===== src/shared/tmh_cfg.svh =====
`ifndef TMH_CFG_SVH
`define TMH_CFG_SVH

// Mode field layout
`define TMH_MODE_W 5
`define TMH_MODE_HI_MSB 4
`define TMH_MODE_HI_LSB 3
`define TMH_MODE_LO_MSB 2
`define TMH_MODE_LO_LSB 0

// Upper mode bits
`define TMH_HI_FREE 2'h0
`define TMH_HI_ONESHOT 2'h1
`define TMH_HI_MONO 2'h2
`define TMH_HI_RSVD 2'h3

// Lower mode bits
`define TMH_LO_SOFT 3'h0
`define TMH_LO_RISE 3'h1
`define TMH_LO_FALL 3'h2
`define TMH_LO_ANY 3'h3
`define TMH_LO_RISE_RST 3'h4
`define TMH_LO_FALL_RST 3'h5
`define TMH_LO_HIGH 3'h6
`define TMH_LO_LOW 3'h7

// Reset values and widths
`define TMH_COUNT_W 8
`define TMH_ON_RESET 1'h0
`define TMH_RUN_RESET 1'h0

`endif


===== src/shared/tmh_pkg.sv =====
package tmh_pkg;

    typedef enum logic [2:0] {
        TMH_CLS_IDLE = 3'b000,
        TMH_CLS_SOFT = 3'b001,
        TMH_CLS_EDGE = 3'b010,
        TMH_CLS_EDGE_RST = 3'b011,
        TMH_CLS_EDGE_LVL = 3'b100,
        TMH_CLS_MONO = 3'b101,
        TMH_CLS_LEVEL = 3'b110
    } tmh_class_t;

endpackage : tmh_pkg


===== src/hw/tmh_edge_detect.sv =====
module tmh_edge_detect (
    // Clock and reset
    input wire logic clk,
    input wire logic reset,
    // Sampled level
    input wire logic level_in,
    // Edge strobes
    output logic rise,
    output logic fall
);

    logic prev_q;
    logic prev_d;

    always_comb begin
        prev_d = level_in;
    end

    // Follows the pin through reset, so no false edge appears at release
    always_ff @(posedge clk) begin
        if (reset) begin
            prev_q <= level_in;
        end else begin
            prev_q <= prev_d;
        end
    end

    assign rise = level_in & ~prev_q;
    assign fall = ~level_in & prev_q;

endmodule : tmh_edge_detect


===== src/hw/tmh_timer_ctrl.sv =====
// Function
// - Mode 01_000 starts on run bit alone
// - Mode 01_001 starts on run plus rising edge
// - Mode 01_100 rising start, later rising resets
// - Mode 01_101 falling start, later falling resets
// - Mode 01_110 rising start, low level holds reset
// - Mode 01_111 falling start, high level holds reset
// - One-shot match: next clock clears run, zero
// - Monostable 001/010/011: rise, fall, any edge start
// - Monostable 001/010/011 match: stop at zero, keep run; 110/111 clear run
// - Mode 10_110 high starts, low resets
// - Mode 10_111 low starts, high resets
// - Edge while run clear never starts counting
`include "tmh_cfg.svh"

module tmh_timer_ctrl #(
    parameter int COUNT_W = `TMH_COUNT_W
) (
    // Clock and reset
    input wire logic clk,
    input wire logic reset,
    // Software control
    input wire logic [`TMH_MODE_W-1:0] mode,
    input wire logic run_set,
    input wire logic run_clr,
    input wire logic [COUNT_W-1:0] period_value,
    // External trigger
    input wire logic external_trigger_reset_input,
    // Timer state
    output logic run_on,
    output logic counting,
    output logic [COUNT_W-1:0] count_value,
    output logic period_match
);

    if (COUNT_W < 2 || COUNT_W > 32) begin : g_bad_count_w
        $error("tmh_timer_ctrl: COUNT_W must lie in 2..32");
    end

    function automatic tmh_pkg::tmh_class_t mode_class(
        input logic [`TMH_MODE_W-1:0] m
    );
        logic [1:0] hi;
        logic [2:0] lo;
        hi = m[`TMH_MODE_HI_MSB:`TMH_MODE_HI_LSB];
        lo = m[`TMH_MODE_LO_MSB:`TMH_MODE_LO_LSB];
        mode_class = tmh_pkg::TMH_CLS_IDLE;
        if (hi == `TMH_HI_ONESHOT) begin
            unique case (lo)
                `TMH_LO_SOFT: mode_class = tmh_pkg::TMH_CLS_SOFT;
                `TMH_LO_RISE, `TMH_LO_FALL, `TMH_LO_ANY: mode_class = tmh_pkg::TMH_CLS_EDGE;
                `TMH_LO_RISE_RST, `TMH_LO_FALL_RST: mode_class = tmh_pkg::TMH_CLS_EDGE_RST;
                `TMH_LO_HIGH, `TMH_LO_LOW: mode_class = tmh_pkg::TMH_CLS_EDGE_LVL;
            endcase
        end else if (hi == `TMH_HI_MONO) begin
            unique case (lo)
                `TMH_LO_RISE, `TMH_LO_FALL, `TMH_LO_ANY: mode_class = tmh_pkg::TMH_CLS_MONO;
                `TMH_LO_HIGH, `TMH_LO_LOW: mode_class = tmh_pkg::TMH_CLS_LEVEL;
                // Monostable 000 is reserved as well
                default: mode_class = tmh_pkg::TMH_CLS_IDLE;
            endcase
        end
    endfunction : mode_class

    // Edge chosen by the lower mode bits
    function automatic logic start_edge(
        input logic [2:0] lo,
        input logic rise_in,
        input logic fall_in
    );
        unique case (lo)
            `TMH_LO_RISE, `TMH_LO_RISE_RST, `TMH_LO_HIGH: start_edge = rise_in;
            `TMH_LO_FALL, `TMH_LO_FALL_RST, `TMH_LO_LOW: start_edge = fall_in;
            `TMH_LO_ANY: start_edge = rise_in | fall_in;
            `TMH_LO_SOFT: start_edge = 1'h0;
        endcase
    endfunction : start_edge

    logic ers;
    logic ers_rise;
    logic ers_fall;
    logic [2:0] lo_bits;
    tmh_pkg::tmh_class_t cls;
    logic start_ev;
    logic reset_ev;
    logic hold_rst;
    logic at_period;
    logic oneshot;

    logic on_q;
    logic on_d;
    logic running_q;
    logic running_d;
    logic [COUNT_W-1:0] count_q;
    logic [COUNT_W-1:0] count_d;
    logic match_q;
    logic match_d;

    assign ers = external_trigger_reset_input;
    assign lo_bits = mode[`TMH_MODE_LO_MSB:`TMH_MODE_LO_LSB];
    assign cls = mode_class(mode);
    assign at_period = (count_q == period_value);
    assign oneshot = (cls == tmh_pkg::TMH_CLS_SOFT) || (cls == tmh_pkg::TMH_CLS_EDGE)
        || (cls == tmh_pkg::TMH_CLS_EDGE_RST) || (cls == tmh_pkg::TMH_CLS_EDGE_LVL)
        || (cls == tmh_pkg::TMH_CLS_LEVEL);

    tmh_edge_detect u_edge (
        .clk(clk),
        .reset(reset),
        .level_in(ers),
        .rise(ers_rise),
        .fall(ers_fall)
    );

    // Start, reset and hold-in-reset decode per mode class
    always_comb begin
        start_ev = 1'h0;
        reset_ev = 1'h0;
        hold_rst = 1'h0;
        unique case (cls)
            tmh_pkg::TMH_CLS_IDLE: begin
                hold_rst = 1'h1;
            end
            tmh_pkg::TMH_CLS_SOFT: begin
                start_ev = 1'h1;
            end
            tmh_pkg::TMH_CLS_EDGE: begin
                start_ev = start_edge(lo_bits, ers_rise, ers_fall);
            end
            tmh_pkg::TMH_CLS_EDGE_RST: begin
                start_ev = start_edge(lo_bits, ers_rise, ers_fall);
                reset_ev = start_ev;
            end
            tmh_pkg::TMH_CLS_EDGE_LVL: begin
                start_ev = start_edge(lo_bits, ers_rise, ers_fall);
                hold_rst = (lo_bits == `TMH_LO_HIGH) ? ~ers : ers;
            end
            tmh_pkg::TMH_CLS_MONO: begin
                start_ev = start_edge(lo_bits, ers_rise, ers_fall);
            end
            tmh_pkg::TMH_CLS_LEVEL: begin
                start_ev = (lo_bits == `TMH_LO_HIGH) ? ers : ~ers;
                hold_rst = ~start_ev;
            end
        endcase
    end

    // Run bit, running flag, counter and match strobe
    always_comb begin
        on_d = on_q;
        running_d = running_q;
        count_d = count_q;
        match_d = 1'h0;
        if (run_clr) begin
            on_d = 1'h0;
        end
        // Start is judged on the registered run bit, so an edge seen while
        // the bit was clear is gone by the time the bit reads as set
        if (!on_q || hold_rst) begin
            running_d = 1'h0;
            count_d = '0;
        end else if (running_q) begin
            if (at_period) begin
                count_d = '0;
                running_d = 1'h0;
                match_d = 1'h1;
                if (oneshot) begin
                    on_d = 1'h0;
                end
            end else if (reset_ev) begin
                count_d = '0;
            end else begin
                count_d = count_q + COUNT_W'(1);
            end
        end else if (start_ev) begin
            running_d = 1'h1;
        end
        // Software set wins over the hardware clear
        if (run_set) begin
            on_d = 1'h1;
        end
    end

    always_ff @(posedge clk) begin
        if (reset) begin
            on_q <= `TMH_ON_RESET;
            running_q <= `TMH_RUN_RESET;
            count_q <= '0;
            match_q <= 1'h0;
        end else begin
            on_q <= on_d;
            running_q <= running_d;
            count_q <= count_d;
            match_q <= match_d;
        end
    end

    assign run_on = on_q;
    assign counting = running_q;
    assign count_value = count_q;
    assign period_match = match_q;

    a_oneshot_clear:
    assert property (@(posedge clk) disable iff (reset)
        (on_q && running_q && at_period && oneshot && !hold_rst && !run_set)
        |=> (count_q == '0) && !on_q && !running_q && match_q)
    else $error("one-shot match did not clear run and counter");

    a_mono_keep_run:
    assert property (@(posedge clk) disable iff (reset)
        (on_q && running_q && at_period && cls == tmh_pkg::TMH_CLS_MONO && !run_clr)
        |=> (count_q == '0) && on_q && !running_q)
    else $error("monostable match lost run bit or counter");

    a_off_no_count:
    assert property (@(posedge clk) disable iff (reset)
        !on_q |=> !running_q && (count_q == '0))
    else $error("timer ran while run bit was clear");

    a_soft_start:
    assert property (@(posedge clk) disable iff (reset)
        (mode == 5'h08 && on_q && !running_q && !run_clr) |=> running_q)
    else $error("software start did not begin counting");

    a_rise_start:
    assert property (@(posedge clk) disable iff (reset)
        (mode == 5'h09 && on_q && !running_q && !ers)
        ##1 (mode == 5'h09 && on_q && ers && !run_clr) |=> running_q)
    else $error("rising edge start missed");

    a_edge_reset:
    assert property (@(posedge clk) disable iff (reset)
        (mode == 5'h0C && on_q && running_q && !at_period && ers_rise)
        |=> running_q && (count_q == '0))
    else $error("rising edge did not reset counter");

    a_low_hold:
    assert property (@(posedge clk) disable iff (reset)
        (mode == 5'h0E && !ers) |=> !running_q && (count_q == '0))
    else $error("low level did not hold counter in reset");

    a_any_edge:
    assert property (@(posedge clk) disable iff (reset)
        (mode == 5'h0B && on_q && !running_q && (ers_rise || ers_fall) && !run_clr)
        |=> running_q)
    else $error("any-edge start missed");

    a_level_start:
    assert property (@(posedge clk) disable iff (reset)
        (mode == 5'h16 && on_q && !running_q && ers && !run_clr) |=> running_q)
    else $error("high level did not start counting");

    a_reserved_idle:
    assert property (@(posedge clk) disable iff (reset)
        (mode[4:3] == 2'h3 || mode == 5'h10 || mode == 5'h14 || mode == 5'h15)
        |=> !running_q && (count_q == '0))
    else $error("reserved mode left the counter active");

    a_no_edge_idle:
    assert property (@(posedge clk) disable iff (reset)
        (mode == 5'h09 && on_q && !running_q && !ers_rise) |=> !running_q)
    else $error("rising edge mode started without an edge");

    a_fall_reset:
    assert property (@(posedge clk) disable iff (reset)
        (mode == 5'h0D && on_q && running_q && !at_period && ers_fall)
        |=> running_q && (count_q == '0))
    else $error("falling edge did not reset counter");

    a_fall_start:
    assert property (@(posedge clk) disable iff (reset)
        (mode == 5'h0D && on_q && !running_q && ers_fall) |=> running_q)
    else $error("falling edge start missed");

    a_high_hold:
    assert property (@(posedge clk) disable iff (reset)
        (mode == 5'h0F && ers) |=> !running_q && (count_q == '0))
    else $error("high level did not hold counter in reset");

    a_mono_fall:
    assert property (@(posedge clk) disable iff (reset)
        (mode == 5'h12 && on_q && !running_q && ers_fall) |=> running_q)
    else $error("monostable falling edge start missed");

    a_level_reset:
    assert property (@(posedge clk) disable iff (reset)
        (mode == 5'h16 && !ers) |=> !running_q && (count_q == '0))
    else $error("low level did not reset level-start counter");

    a_low_start:
    assert property (@(posedge clk) disable iff (reset)
        (mode == 5'h17 && on_q && !running_q && !ers) |=> running_q)
    else $error("low level did not start counting");

    a_match_pulse:
    assert property (@(posedge clk) disable iff (reset)
        match_q |=> !match_q)
    else $error("period match pulse lasted more than one cycle");

endmodule : tmh_timer_ctrl


===== config.mk =====
export PLATFORM = sky130hd
export DESIGN_NAME = tmh_timer_ctrl
export DESIGN_NICKNAME = d
export VERILOG_FILES = /design/src/shared/tmh_pkg.sv /design/src/hw/tmh_edge_detect.sv /design/src/hw/tmh_timer_ctrl.sv
export VERILOG_INCLUDE_DIRS = /design/src /design/src/shared
export SDC_FILE = /design/constraint.sdc
export NUM_CORES = 1
export LEC_CHECK = 0
export BUFFER_PORTS_ARGS = -buffer_cell sky130_fd_sc_hd__buf_2
export CELL_PAD_IN_SITES_DETAIL_PLACEMENT = 1
export CELL_PAD_IN_SITES_GLOBAL_PLACEMENT = 2
export CORE_UTILIZATION = 24
export CTS_CLUSTER_DIAMETER = 120
export DETAILED_ROUTE_END_ITERATION = 10
export GPL_TIMING_DRIVEN = 0
export PLACE_DENSITY = 0.72
export SLEW_MARGIN = 20
export SYNTH_ARGS = -nofsm -noshare
export SYNTH_HDL_FRONTEND = slang
export SYNTH_SLANG_ARGS = --single-unit

===== constraint.sdc =====
create_clock -name clk -period 1.5 [get_ports clk]
set_clock_uncertainty 0.05 [all_clocks]
set_input_delay 0.15 -clock clk [delete_from_list [all_inputs] [get_ports clk]]
set_output_delay 0.15 -clock clk [all_outputs]
set_load 0.005 [all_outputs]

Yosys cells after proc, flatten, opt, wreduce, memory -nomap -nowiden
Memories as Yosys holds them, arrays and structs flattened.
Cells that the tools add are included.
{ "classes": {"addsub": 1, "eq_ne": 16, "n_mux": 21, "bitwise": 7, "reduce_logical": 15} }
{ "ops": {"columns": ["cell", "count"], "rows": [
  ["equality test 3 bit (second input constant)", 7],
  ["2-to-1 mux 8 bit", 2],
  ["2-to-1 mux 1 bit", 13],
  ["equality test 3 x 2 -> 1 bit (second input constant)", 4],
  ["OR reduction 3 bit", 4],
  ["adder 8 x 1 -> 8 bit (second input constant)", 1],
  ["equality test 8 bit", 1],
  ["equality test 3 x 1 -> 1 bit (second input constant)", 2],
  ["zero test 3 bit", 2],
  ["2-to-1 mux 3 bit", 2],
  ["one-hot mux 1 bit (3 select lines)", 2],
  ["one-hot mux 3 bit (2 select lines)", 1],
  ["logical OR 1 bit", 5],
  ["inverter 1 bit", 4],
  ["one-hot mux 1 bit (4 select lines)", 1],
  ["OR reduction 2 bit", 2],
  ["OR reduction 4 bit", 1],
  ["bitwise AND 1 bit", 2],
  ["equality test 2 x 1 -> 1 bit (second input constant)", 1],
  ["equality test 2 bit (second input constant)", 1],
  ["zero test 1 bit", 1],
  ["bitwise OR 1 bit", 1]
]} }
{ "word_totals": {"reg_bits": 12, "rom_bits": 24, "out_inout_bits": 11, "elab_cells": 66, "mem_count": 1} }
{ "memory_table": {"columns": ["memory", "depth", "width", "rd", "rd_ports_with_merged_regs", "wr", "line_no", "rtl"], "rows": [
  ["(name not given)", 8, 3, 1, 0, 0, "tmh_timer_ctrl.sv:49", "unique case (lo)"]
]} }

Depth between registers and ports, before layout
Gate-level depths: netlist of run 1.
{ "depth": {"depth_word": 15, "mapped_depth": 8, "depth_no_buf": 7} }

Hierarchy
From an unflattened synthesis of run 1, not the netlist that was laid out.
{ "unflattened": {"hier_cells": 99, "area_unflattened_um2": 790.8} }
{ "by_module_without_submodules": {"columns": ["mod", "n_inst", "cells_per_inst", "area_per_inst_um2", "seq_area_each_um2"], "rows": [
  ["tmh_timer_ctrl", 1, 96, 755.7, 220.2],
  ["tmh_edge_detect", 1, 3, 35.0, 20.0]
]} }

Worst setup path after synthesis of run 1
OpenSTA, ideal clock, no wires.
{ "synth_path": {"kind": "reg2reg", "startpoint": "register u_edge.prev_q", "endpoint": "register count_q[2], in the netlist count_value[2]", "setup_ns": 0.122, "arrival_ns": 1.445, "path_slack_ns": -0.117, "stages_incl_launch_ff": 9, "path_buffers": 1, "path_cell_list": "dfxtp_1 > inv_1 > ha_1 > mux2i_1 > or4b_1 > o21a_2 > buf_6 > nand3b_1 > a31oi_1"} }
{ "synth_via": {"elab_chain_cells": 7, "elab_cells_between_ends": 8, "classes_between": "4 x mux; 4 x bitwise"} }
{ "synth_rtl": {"columns": ["item", "line_no", "rtl"], "rows": [
  ["start: declaration", "tmh_edge_detect.sv:12", "logic prev_q;"],
  ["start signal: assignment", "tmh_edge_detect.sv:22", "prev_q <= level_in;"],
  ["start signal: assignment", "tmh_edge_detect.sv:24", "prev_q <= prev_d;"],
  ["inverter 1 bit", "tmh_edge_detect.sv:28", "assign rise = level_in & ~prev_q;"],
  ["bitwise AND 1 bit", "tmh_edge_detect.sv:28", null],
  ["bitwise OR 1 bit", "tmh_timer_ctrl.sv:74", "`TMH_LO_ANY: start_edge = rise_in | fall_in;"],
  ["one-hot mux 1 bit (4 select lines) (*)", "tmh_timer_ctrl.sv:71", "unique case (lo)"],
  ["2-to-1 mux 1 bit (*)", "tmh_timer_ctrl.sv:120", "unique case (cls)"],
  ["2-to-1 mux 8 bit (*)", "tmh_timer_ctrl.sv:170", "end else if (reset_ev) begin"],
  ["2-to-1 mux 8 bit (*)", "tmh_timer_ctrl.sv:163", "if (at_period) begin"],
  ["end signal: assignment", "tmh_timer_ctrl.sv:193", "count_q <= count_d;"],
  ["end: declaration", "tmh_timer_ctrl.sv:94", "logic [COUNT_W-1:0] count_q;"]
]} }
Mark *: on every way between the ends. The rest lies on a longest branch, timed or not.
A chain may end at the register's enable or synchronous reset.

Final worst setup path of run 1
{ "layout_path": {"startpoint": "register u_edge.prev_q", "endpoint": "register count_q[5], in the netlist count_value[5]"} }
The elaborated chain is that of the path after synthesis.

==> impl_metrics.ini, run 1 <==
[die]
die_h_um = 61.1
initial_utilization_pct = 25.2
core_sq_mm = 0.00334
die_x_um = 61.1
die-area_sq_mm = 0.00374
top_level_ports = 29
row_count = 21

[routing]
drc = 0
detail-route-antenna-nets = 0
via_count = 936
drt-initial-drc-count = 40
drt-wirelength-per-cell_um = 13.9
drt_pass1_iterations = 4
wirelength_um = 2580
via_per_inst = 5.06

[placement]
port_buffers = 25
gp_congestion = 0.701
placed_area_sq_mm = 0.00105
dp.cells = 177
hpwlAfterDp_um = 1860

[power]
switchingPower_w = 0.000175
vdd_drop_max_mv = 0.230
p_leak_nw = 0.423
powerDensity_mw_per_mm2 = 557
intPower_w = 0.000478
seq_power_share_pct = 49.9
comb_power_share_pct = 18.4
finalPower_w = 0.000653
clock_power_share_pct = 31.6
switching_share_pct = 26.8

[worst_hold_path]
min_from = run_set
hold_end = run_on
hold_path_class = in2reg
hold_depth = 2

[timing]
finalMaxSlewViolations = 0
rsz0062_at_grt = yes
min_period_over_period_pct = 116
finalSetupTns_ns = -1.84
fmax_ghz = 0.576
worst_slack_ns = -0.235
setup_violations = 10
period_needed_ns = 1.73
timing.slew.headroom_pct = 67.3
finalHoldViolCount = 0
tightestPinTransition_ns = 0.491

[synthesis]
synth_compound_area_share_pct = 19.2
ys_seq_area_share_pct = 28.6
synth.avg_cell_area_sq_um = 7.92
syn-num-nets = 127
synth_largest_area_cell = dfxtp_1
yosysTopAreaCellShare_pct = 28.6
synth_xor_area_share_pct = 9.39
synth_area_sq_um = 840
syn-instance-count = 106
synth_fa_ha_area_share_pct = 4.47
synth.mux.area_fraction_pct = 3.58
synth_cell_type_count = 36
synth_edf_count = 0
yosysMostFrequentCell = nand2_1
ys_ff_latch = 12
synth_flop_cell = dfxtp_1
synth_common_cells = nand2_1 (14), dfxtp_1 (12), xnor2_1 (8)
synth_top_family_by_area = simple AND/OR/NAND/NOR gates
async_flop_share_pct = 0
synth_area_leaders = dfxtp_1 (29%), xnor2_1 (8.3%), nand2_1 (6.3%), ha_1 (4.5%), nand3_1 (4.2%)
ys.warnings.count = 0
synth-simple-area-share_pct = 27.3

[global_route]
grt_pass1_wl_um = 3910
grt_pass1_vias = 879
grt_overflow = 0
grtUsageTotal_pct = 14.4
grt_antenna_before_repair = 0
grt_start_max_net_pins = 11

[worst_setup_path]
crit_required_ns = 1.61
start_kind = flop
r2r-start = u_edge.prev_q
reg2reg_to = count_value[5]
r2r_slack_ns = -0.23
crit_fanout = 5
reg2reg_depth = 8
startpoint = u_edge.prev_q
cpPeakStageDelay_ns = 0.54
criticalPathCategory = reg2reg
crit_arrival_ns = 1.84
critPathTopFamily = simple AND/OR/NAND/NOR gates
cp_slowest_cell = or4b_4
crit_buf_inv = 2
crit_chain = inv_2, ha_4, mux2i_4, or4b_4, o21a_4, buf_6, o21ai_1, a21oi_1
critPathCaptureType = flop

[clock_network]
cts-root-buf = clkbuf_4
clock_sinks = 12
cts.clk_slew.worst_paths_ns = 0.08
cts_tree = done
htreeDepth = 1
clockBufferDepth = 2
cts_made_buffers = 3
clk_latency_ns = 0.27

[run_status]
failed_checks = negative setup slack
status = finished with violations

[cells_and_area]
stdcell_area_sq_mm = 0.00117
n_antenna_cell = 0
area_growth_pct = 39.5
layout-drive-gt1-share_pct = 41.0
fillCellCount = 426
final_nets = 162
final_util_pct = 35.1
stdcell_count = 185

[flow_run]
max-cap-violations = 0
[power groups by stage]
stage / clock, W / sequential, W / combinational (W)
2_1_floorplan: 0 / 0.000333 / 0.0000613
3_3_place_gp: 0 / 0.000333 / 0.0000972
3_5_place_dp: 0 / 0.000333 / 0.0000998
4_1_cts: 0.000217 / 0.000326 / 0.000106
5_1_grt: 0.000234 / 0.000327 / 0.000132
6_report: 0.000207 / 0.000326 / 0.000120
[layout by cell type, fill, tap and decap left out, drive strengths merged, types with 2 or more instances in the layout]
cell type	instances
a31oi	4
ha	3
o21a	3
nand2b	2
buf	34
nor4	3
nand3b	2
mux2i	3
nand3	8
nor3	2
dfxtp	12
nand2	14
nor2	3
xnor2	8
nand4	4
o21ai	5
a21oi	4
inv	5
clkbuf	5
[repair_timing]
action                                  CTS  global route
resized for setup                         5            12
buffers inserted                          0             4
pin swaps                                 0             5
endpoints found under the hold margin     1             0
endpoints found under the setup margin   10            11
hold buffers                              1             0
gates cloned                              1             0
[per-stage QoR]
step | setup slack, ns | hold WS [ns]
floorplan | -0.0711 | 0.128
global placement | -0.212 | 0.281
detailed placement | -0.225 | 0.286
CTS | -0.205 | 0.0688
global route | -0.301 | 0.0606
finish | -0.235 | 0.0675
[routing by layer]
layer | part of all wire, % | vias up | GRT usage, % | wire length, um
li1 | - | 449 | - | -
met1 | 43 | 458 | 17.4 | 1110
met2 | 52 | 29 | 25.2 | 1350
met3 | 4.8 | 0 | 2.52 | 124
met4 | 0 | 0 | 5.84 | 0
met5 | 0 | - | 0 | 0
[final cells by class]
class | count | area, sq um | area share, %
Multi-Input combinational cell | 82 | 606 | 51.7
Sequential cell | 12 | 248 | 21.2
Timing Repair Buffer | 31 | 176 | 15.1
Tap cell | 46 | 57.6 | 4.91
Buffer | 6 | 42.5 | 3.63
Clock buffer | 3 | 22.5 | 1.92
Inverter | 5 | 18.8 | 1.60
[state kept, by name, indices dropped and copies added (netlist names)]
name           count
counting           1
u_edge.prev_q      1
count_value        8
period_match       1
run_on             1
[logic make-up after synthesis]
group                      after synthesis
and+or+nand+nor                         43
AOI/OAI and AO/OA                       24
buffers and inverters                   12
DFF                                     12
xor gates and xnor gates                 9
muxes                                    3
adders and majority gates                3
[how the worst max path moves through the flow]
stage | to | depth (start not counted)
after global placement | count_value[2] | 9
final | count_value[5] | 8
after floorplan | count_value[2] | 8
after detailed placement | count_value[5] | 9
after CTS | count_value[2] | 7
after global routing | count_value[2] | 8
Note: power is estimated with default switching activity, not from simulation.
==> run 2, diff against run 1 <==
--- a/config.mk
+++ b/config.mk
@@ -7,13 +7,11 @@
 export NUM_CORES = 1
 export LEC_CHECK = 0
 export BUFFER_PORTS_ARGS = -buffer_cell sky130_fd_sc_hd__buf_2
-export CELL_PAD_IN_SITES_DETAIL_PLACEMENT = 1
-export CELL_PAD_IN_SITES_GLOBAL_PLACEMENT = 2
-export CORE_UTILIZATION = 24
+export CORE_UTILIZATION = 30
 export CTS_CLUSTER_DIAMETER = 120
 export DETAILED_ROUTE_END_ITERATION = 10
 export GPL_TIMING_DRIVEN = 0
-export PLACE_DENSITY = 0.72
+export PLACE_DENSITY = 0.53
 export SLEW_MARGIN = 20
 export SYNTH_ARGS = -nofsm -noshare
 export SYNTH_HDL_FRONTEND = slang
==> impl_metrics.ini, run 2 (same netlist as run 1, synthesis figures left out) <==
[die]
die_h_um = 54.9
row_count = 18
initial_utilization_pct = 32.7
core_sq_mm = 0.00257
die-area_sq_mm = 0.00301
top_level_ports = 29
die_x_um = 54.9

[worst_setup_path]
crit_fanout = 5
criticalPathCategory = reg2reg
cp_slowest_cell = or4b_1
start_kind = flop
cpPeakStageDelay_ns = 0.47
critPathCaptureType = flop
crit_chain = inv_2, ha_4, mux2i_2, or4b_1, o21a_2, buf_6, nand3b_1, a31oi_1
crit_arrival_ns = 1.80
crit_required_ns = 1.62

[routing]
via_count = 910
detail-route-antenna-nets = 0
via_per_inst = 5.29
drt-wirelength-per-cell_um = 12.5
drt_pass1_iterations = 5
drt-initial-drc-count = 7
drc = 0
wirelength_um = 2160

[timing]
fmax_ghz = 0.592
tightestPinTransition_ns = 0.430
finalMaxSlewViolations = 0
finalHoldViolCount = 0
min_period_over_period_pct = 113
setup_violations = 8
rsz0062_at_grt = yes
finalSetupTns_ns = -1.34
period_needed_ns = 1.69
worst_slack_ns = -0.188
timing.slew.headroom_pct = 71.3

[global_route]
grtUsageTotal_pct = 15.8
grt_pass1_wl_um = 3400
grt_pass1_vias = 760
grt_start_max_net_pins = 11
grt_antenna_before_repair = 0
grt_overflow = 0

[power]
p_leak_nw = 0.454
vdd_drop_max_mv = 0.285
powerDensity_mw_per_mm2 = 530

[clock_network]
clock_sinks = 12
clockBufferDepth = 2
clk_latency_ns = 0.28
cts_made_buffers = 3
cts_tree = done
htreeDepth = 1
cts-root-buf = clkbuf_4
cts.clk_slew.worst_paths_ns = 0.08

[cells_and_area]
area_growth_pct = 44.1
largest_register_ffs = 8
final_nets = 165
fillCellCount = 291
layout_commonest_cell = buf_2
stdcell_area_sq_mm = 0.00121
layout-drive-gt1-share_pct = 48.6
mostFrequentLayoutCells = buf_2 (26), nand2_1 (12), dfxtp_2 (7), buf_4 (7), xnor2_1 (5)
n_antenna_cell = 0
stdcell_count = 172

[flow_run]
max-cap-violations = 0

[worst_hold_path]
hold_path_class = in2reg

[placement]
pre_cts_ws_ns = -0.214
hpwlAfterDp_um = 1540
gp_congestion = 0.741
port_buffers = 25
dp.cells = 161
placed_area_sq_mm = 0.00103

[run_status]
status = finished with violations
failed_checks = negative setup slack
[run 2: changes by cell type in the layout (fill, tap and decap cells not counted), moves of 3 or more]
cell     before  now
dfxtp_4       0    3
dfxtp_1       6    2
xnor2_1       8    5
xnor2_2       0    3
[run 2: layer usage]
| metal | wire, um | vias to the layer above | GRT usage, % | part of all wire, % |
|---|---|---|---|---|
| met2 | 990 | 27 | 24.5 | 46 |
| met4 | 28 | 0 | 8.75 | 1.3 |
| met5 | 0 | - | 0 | 0 |
| met1 | 1050 | 422 | 21.3 | 49 |
| li1 | - | 457 | - | - |
| met3 | 88 | 4 | 1.64 | 4.1 |
[run 2: what timing repair did]
item | in CTS | in global routing
endpoints found under the setup margin | 10 | 11
setup buffers | 0 | 7
pin swaps | 0 | 7
cloned | 1 | 0
endpoints found under the hold margin | 1 | 0
resized for setup | 4 | 25
hold buffers | 1 | 0
[run 2: final cells by class]
cell class	count	area [sq um]	share of cell area (%)
multi-input combinational	82	626	51.7
sequential	12	260	21.5
timing repair buffer	34	199	16.4
buffer	6	46.3	3.83
tap	30	37.5	3.10
clock buffer	3	22.5	1.86
inverter	5	18.8	1.55
[run 2: per-stage QoR]
stage	total power [W]	hold slack [ns]	utilization, %
detailed placement	0.000431	0.286	40.2
finish	0.000641	0.0620	47.1
CTS	0.000634	0.0663	41.9
global route	0.000672	0.0826	47.1
global placement	0.000428	0.279	40.2
floorplan	0.000394	0.128	-
[run 2: worst paths after layout]
check            startpoint             end  slack [ns]  cells after the start
max           u_edge.prev_q  count_value[2]       -0.19                      8
min                 run_set          run_on        0.06                      2
max reg2reg   u_edge.prev_q  count_value[2]       -0.19                      8
min reg2reg  count_value[7]  count_value[7]        0.44                      2
[run 2: worst max-delay path: cells and delay by family, from the launching register on]
family | cells | cell delay (ns)
buffers and inverters | 2 | 0.21
and+or+nand+nor | 2 | 0.55
adders and majority gates | 1 | 0.13
muxes | 1 | 0.07
DFF | 1 | 0.35
AOI/OAI and AO/OA | 2 | 0.24
[run 2: power breakdown]
part	switching [W]	internal, W
logic	0.0000553	0.0000602
clock network	0.000112	0.0000932
registers	0.00000398	0.000317
total	0.000171	0.000470
==> run 3, diff against run 2 <==
--- a/config.mk
+++ b/config.mk
@@ -6,12 +6,12 @@
 export SDC_FILE = /design/constraint.sdc
 export NUM_CORES = 1
 export LEC_CHECK = 0
-export BUFFER_PORTS_ARGS = -buffer_cell sky130_fd_sc_hd__buf_2
 export CORE_UTILIZATION = 30
 export CTS_CLUSTER_DIAMETER = 120
 export DETAILED_ROUTE_END_ITERATION = 10
+export DONT_BUFFER_PORTS = 1
 export GPL_TIMING_DRIVEN = 0
-export PLACE_DENSITY = 0.53
+export PLACE_DENSITY = 0.44
 export SLEW_MARGIN = 20
 export SYNTH_ARGS = -nofsm -noshare
 export SYNTH_HDL_FRONTEND = slang
==> impl_metrics.ini, run 3 (same netlist as run 1, synthesis figures left out) <==
[run_status]
status = finished with violations
failed_checks = negative setup slack

[routing]
drc = 0
wl_met2_um = 955
detail-route-antenna-nets = 0
top_layer_used = met4
wl_met3_um = 155
via_count = 778
via_per_inst = 5.40
drt-wirelength-per-cell_um = 14.4
wl_met1_um = 954
drt_pass1_iterations = 4
drt-initial-drc-count = 10
wirelength_um = 2080

[worst_setup_path]
crit_arrival_ns = 1.83
crit_required_ns = 1.62
critPathCaptureType = flop
crit_fanout = 3
crit_path_end = count_value[2]
cp_slowest_cell = or4b_4
r2r-start = u_edge.prev_q
criticalPathCategory = reg2reg
start_kind = flop
r2r_slack_ns = -0.21
reg2reg_to = count_value[2]
startpoint = u_edge.prev_q
reg2reg_depth = 8
cpPeakStageDelay_ns = 0.52
crit_chain = inv_2, ha_4, mux2i_2, or4b_4, o21a_4, buf_4, nand4b_1, a31oi_1

[timing]
fmax_ghz = 0.585
min_period_over_period_pct = 114
finalMaxSlewViolations = 0
whs_ns = 0.0332
finalHoldViolCount = 0
timing.slew.headroom_pct = 70.1
tightestPinTransition_ns = 0.448
worst_slack_ns = -0.210
rsz0062_at_grt = yes
setup_violations = 9
period_needed_ns = 1.71

[clock_network]
cts_made_buffers = 3
htreeDepth = 1
clock_sinks = 12
clockBufferDepth = 2
clk_latency_ns = 0.28
cts_tree = done
cts.clk_slew.worst_paths_ns = 0.09
cts-root-buf = clkbuf_4

[power]
powerDensity_mw_per_mm2 = 654
vdd_drop_max_mv = 0.469
p_leak_nw = 0.309

[global_route]
grtUsageTotal_pct = 15.6
grt_antenna_before_repair = 0
grt_pass1_wl_um = 3280
grt_pass1_vias = 723
grt_overflow = 0
grt_start_max_net_pins = 11

[placement]
pre_cts_ws_ns = -0.200
hpwlAfterDp_um = 1450
port_buffers = 0
gp_congestion = 0.721

[cells_and_area]
layout_commonest_cell = nand2_1
mostFrequentLayoutCells = nand2_1 (13), xnor2_1 (8), dfxtp_1 (8), nand3_2 (5)
fillCellCount = 290
final_nets = 136
n_antenna_cell = 0
layout-drive-gt1-share_pct = 28.1
area_growth_pct = 23.4
largest_register_ffs = 8

[worst_hold_path]
hold_path_class = in2reg

[die]
die-area_sq_mm = 0.00301
die_x_um = 54.9
die_h_um = 54.9
top_level_ports = 29
row_count = 18
core_sq_mm = 0.00257
initial_utilization_pct = 32.7

[flow_run]
max-cap-violations = 0
[run 3: worst max-delay path: cells and delay by family, from the launching register on]
kind            cells  cell delay, ns
fa+ha+maj           1            0.12
flops               1            0.34
simple gates        2            0.61
compound gates      2            0.22
buf+inv             2            0.20
mux                 1            0.07
[run 3: timing repair]
item	CTS	global route
pin swaps	4	5
setup endpoints to repair	10	11
hold endpoints to repair	2	0
hold buffers	2	0
buffers inserted	1	0
resized for setup	7	10
gates cloned	1	0
[run 3: cell type report]
cell class | count | area [sq um] | area share (%)
clock buffers | 4 | 36.3 | 3.50
well taps | 30 | 37.5 | 3.62
repair buffers | 4 | 38.8 | 3.74
plain buffers | 7 | 45.0 | 4.35
multi-input cells | 82 | 612 | 59.1
inverters | 5 | 18.8 | 1.81
flip-flops and latches | 12 | 248 | 23.9
[run 3: power by group]
part	switching, W	internal (W)
Combinational	0.0000408	0.0000431
Clock	0.000121	0.000148
Sequential	0.00000438	0.000321
[run 3: layer usage]
metal  vias up  global-route usage, %
li1        402                      -
met1       348                   20.4
met2        26                   23.5
met3         2                   6.56
met4         0                   3.75
met5         -                      0
[run 3: worst min-delay path by stage]
stage	startpoint	to	slack [ns]	cells past startpoint
2_1_floorplan	external_trigger_reset_input	u_edge.prev_q	0.13	0
6_report	reset	run_on	0.03	2
3_5_place_dp	external_trigger_reset_input	u_edge.prev_q	0.13	0
5_1_grt	reset	run_on	0.05	2
3_3_place_gp	external_trigger_reset_input	u_edge.prev_q	0.13	0
4_1_cts	reset	run_on	0.03	2
[run 3: metrics by stage]
stage          setup TNS (ns)  std cells  instance area (sq um)  total power, W  util (%)
4_1_cts                 -1.48        144                    993        0.000686      38.7
5_1_grt                 -2.28        144                   1040        0.000717      40.4
6_report                -1.56        144                   1040        0.000677      40.4
3_3_place_gp            -1.52        136                    906        0.000405      35.3
2_1_floorplan          -0.486        106                    868        0.000394         -
3_5_place_dp            -1.59        136                    906        0.000406      35.3
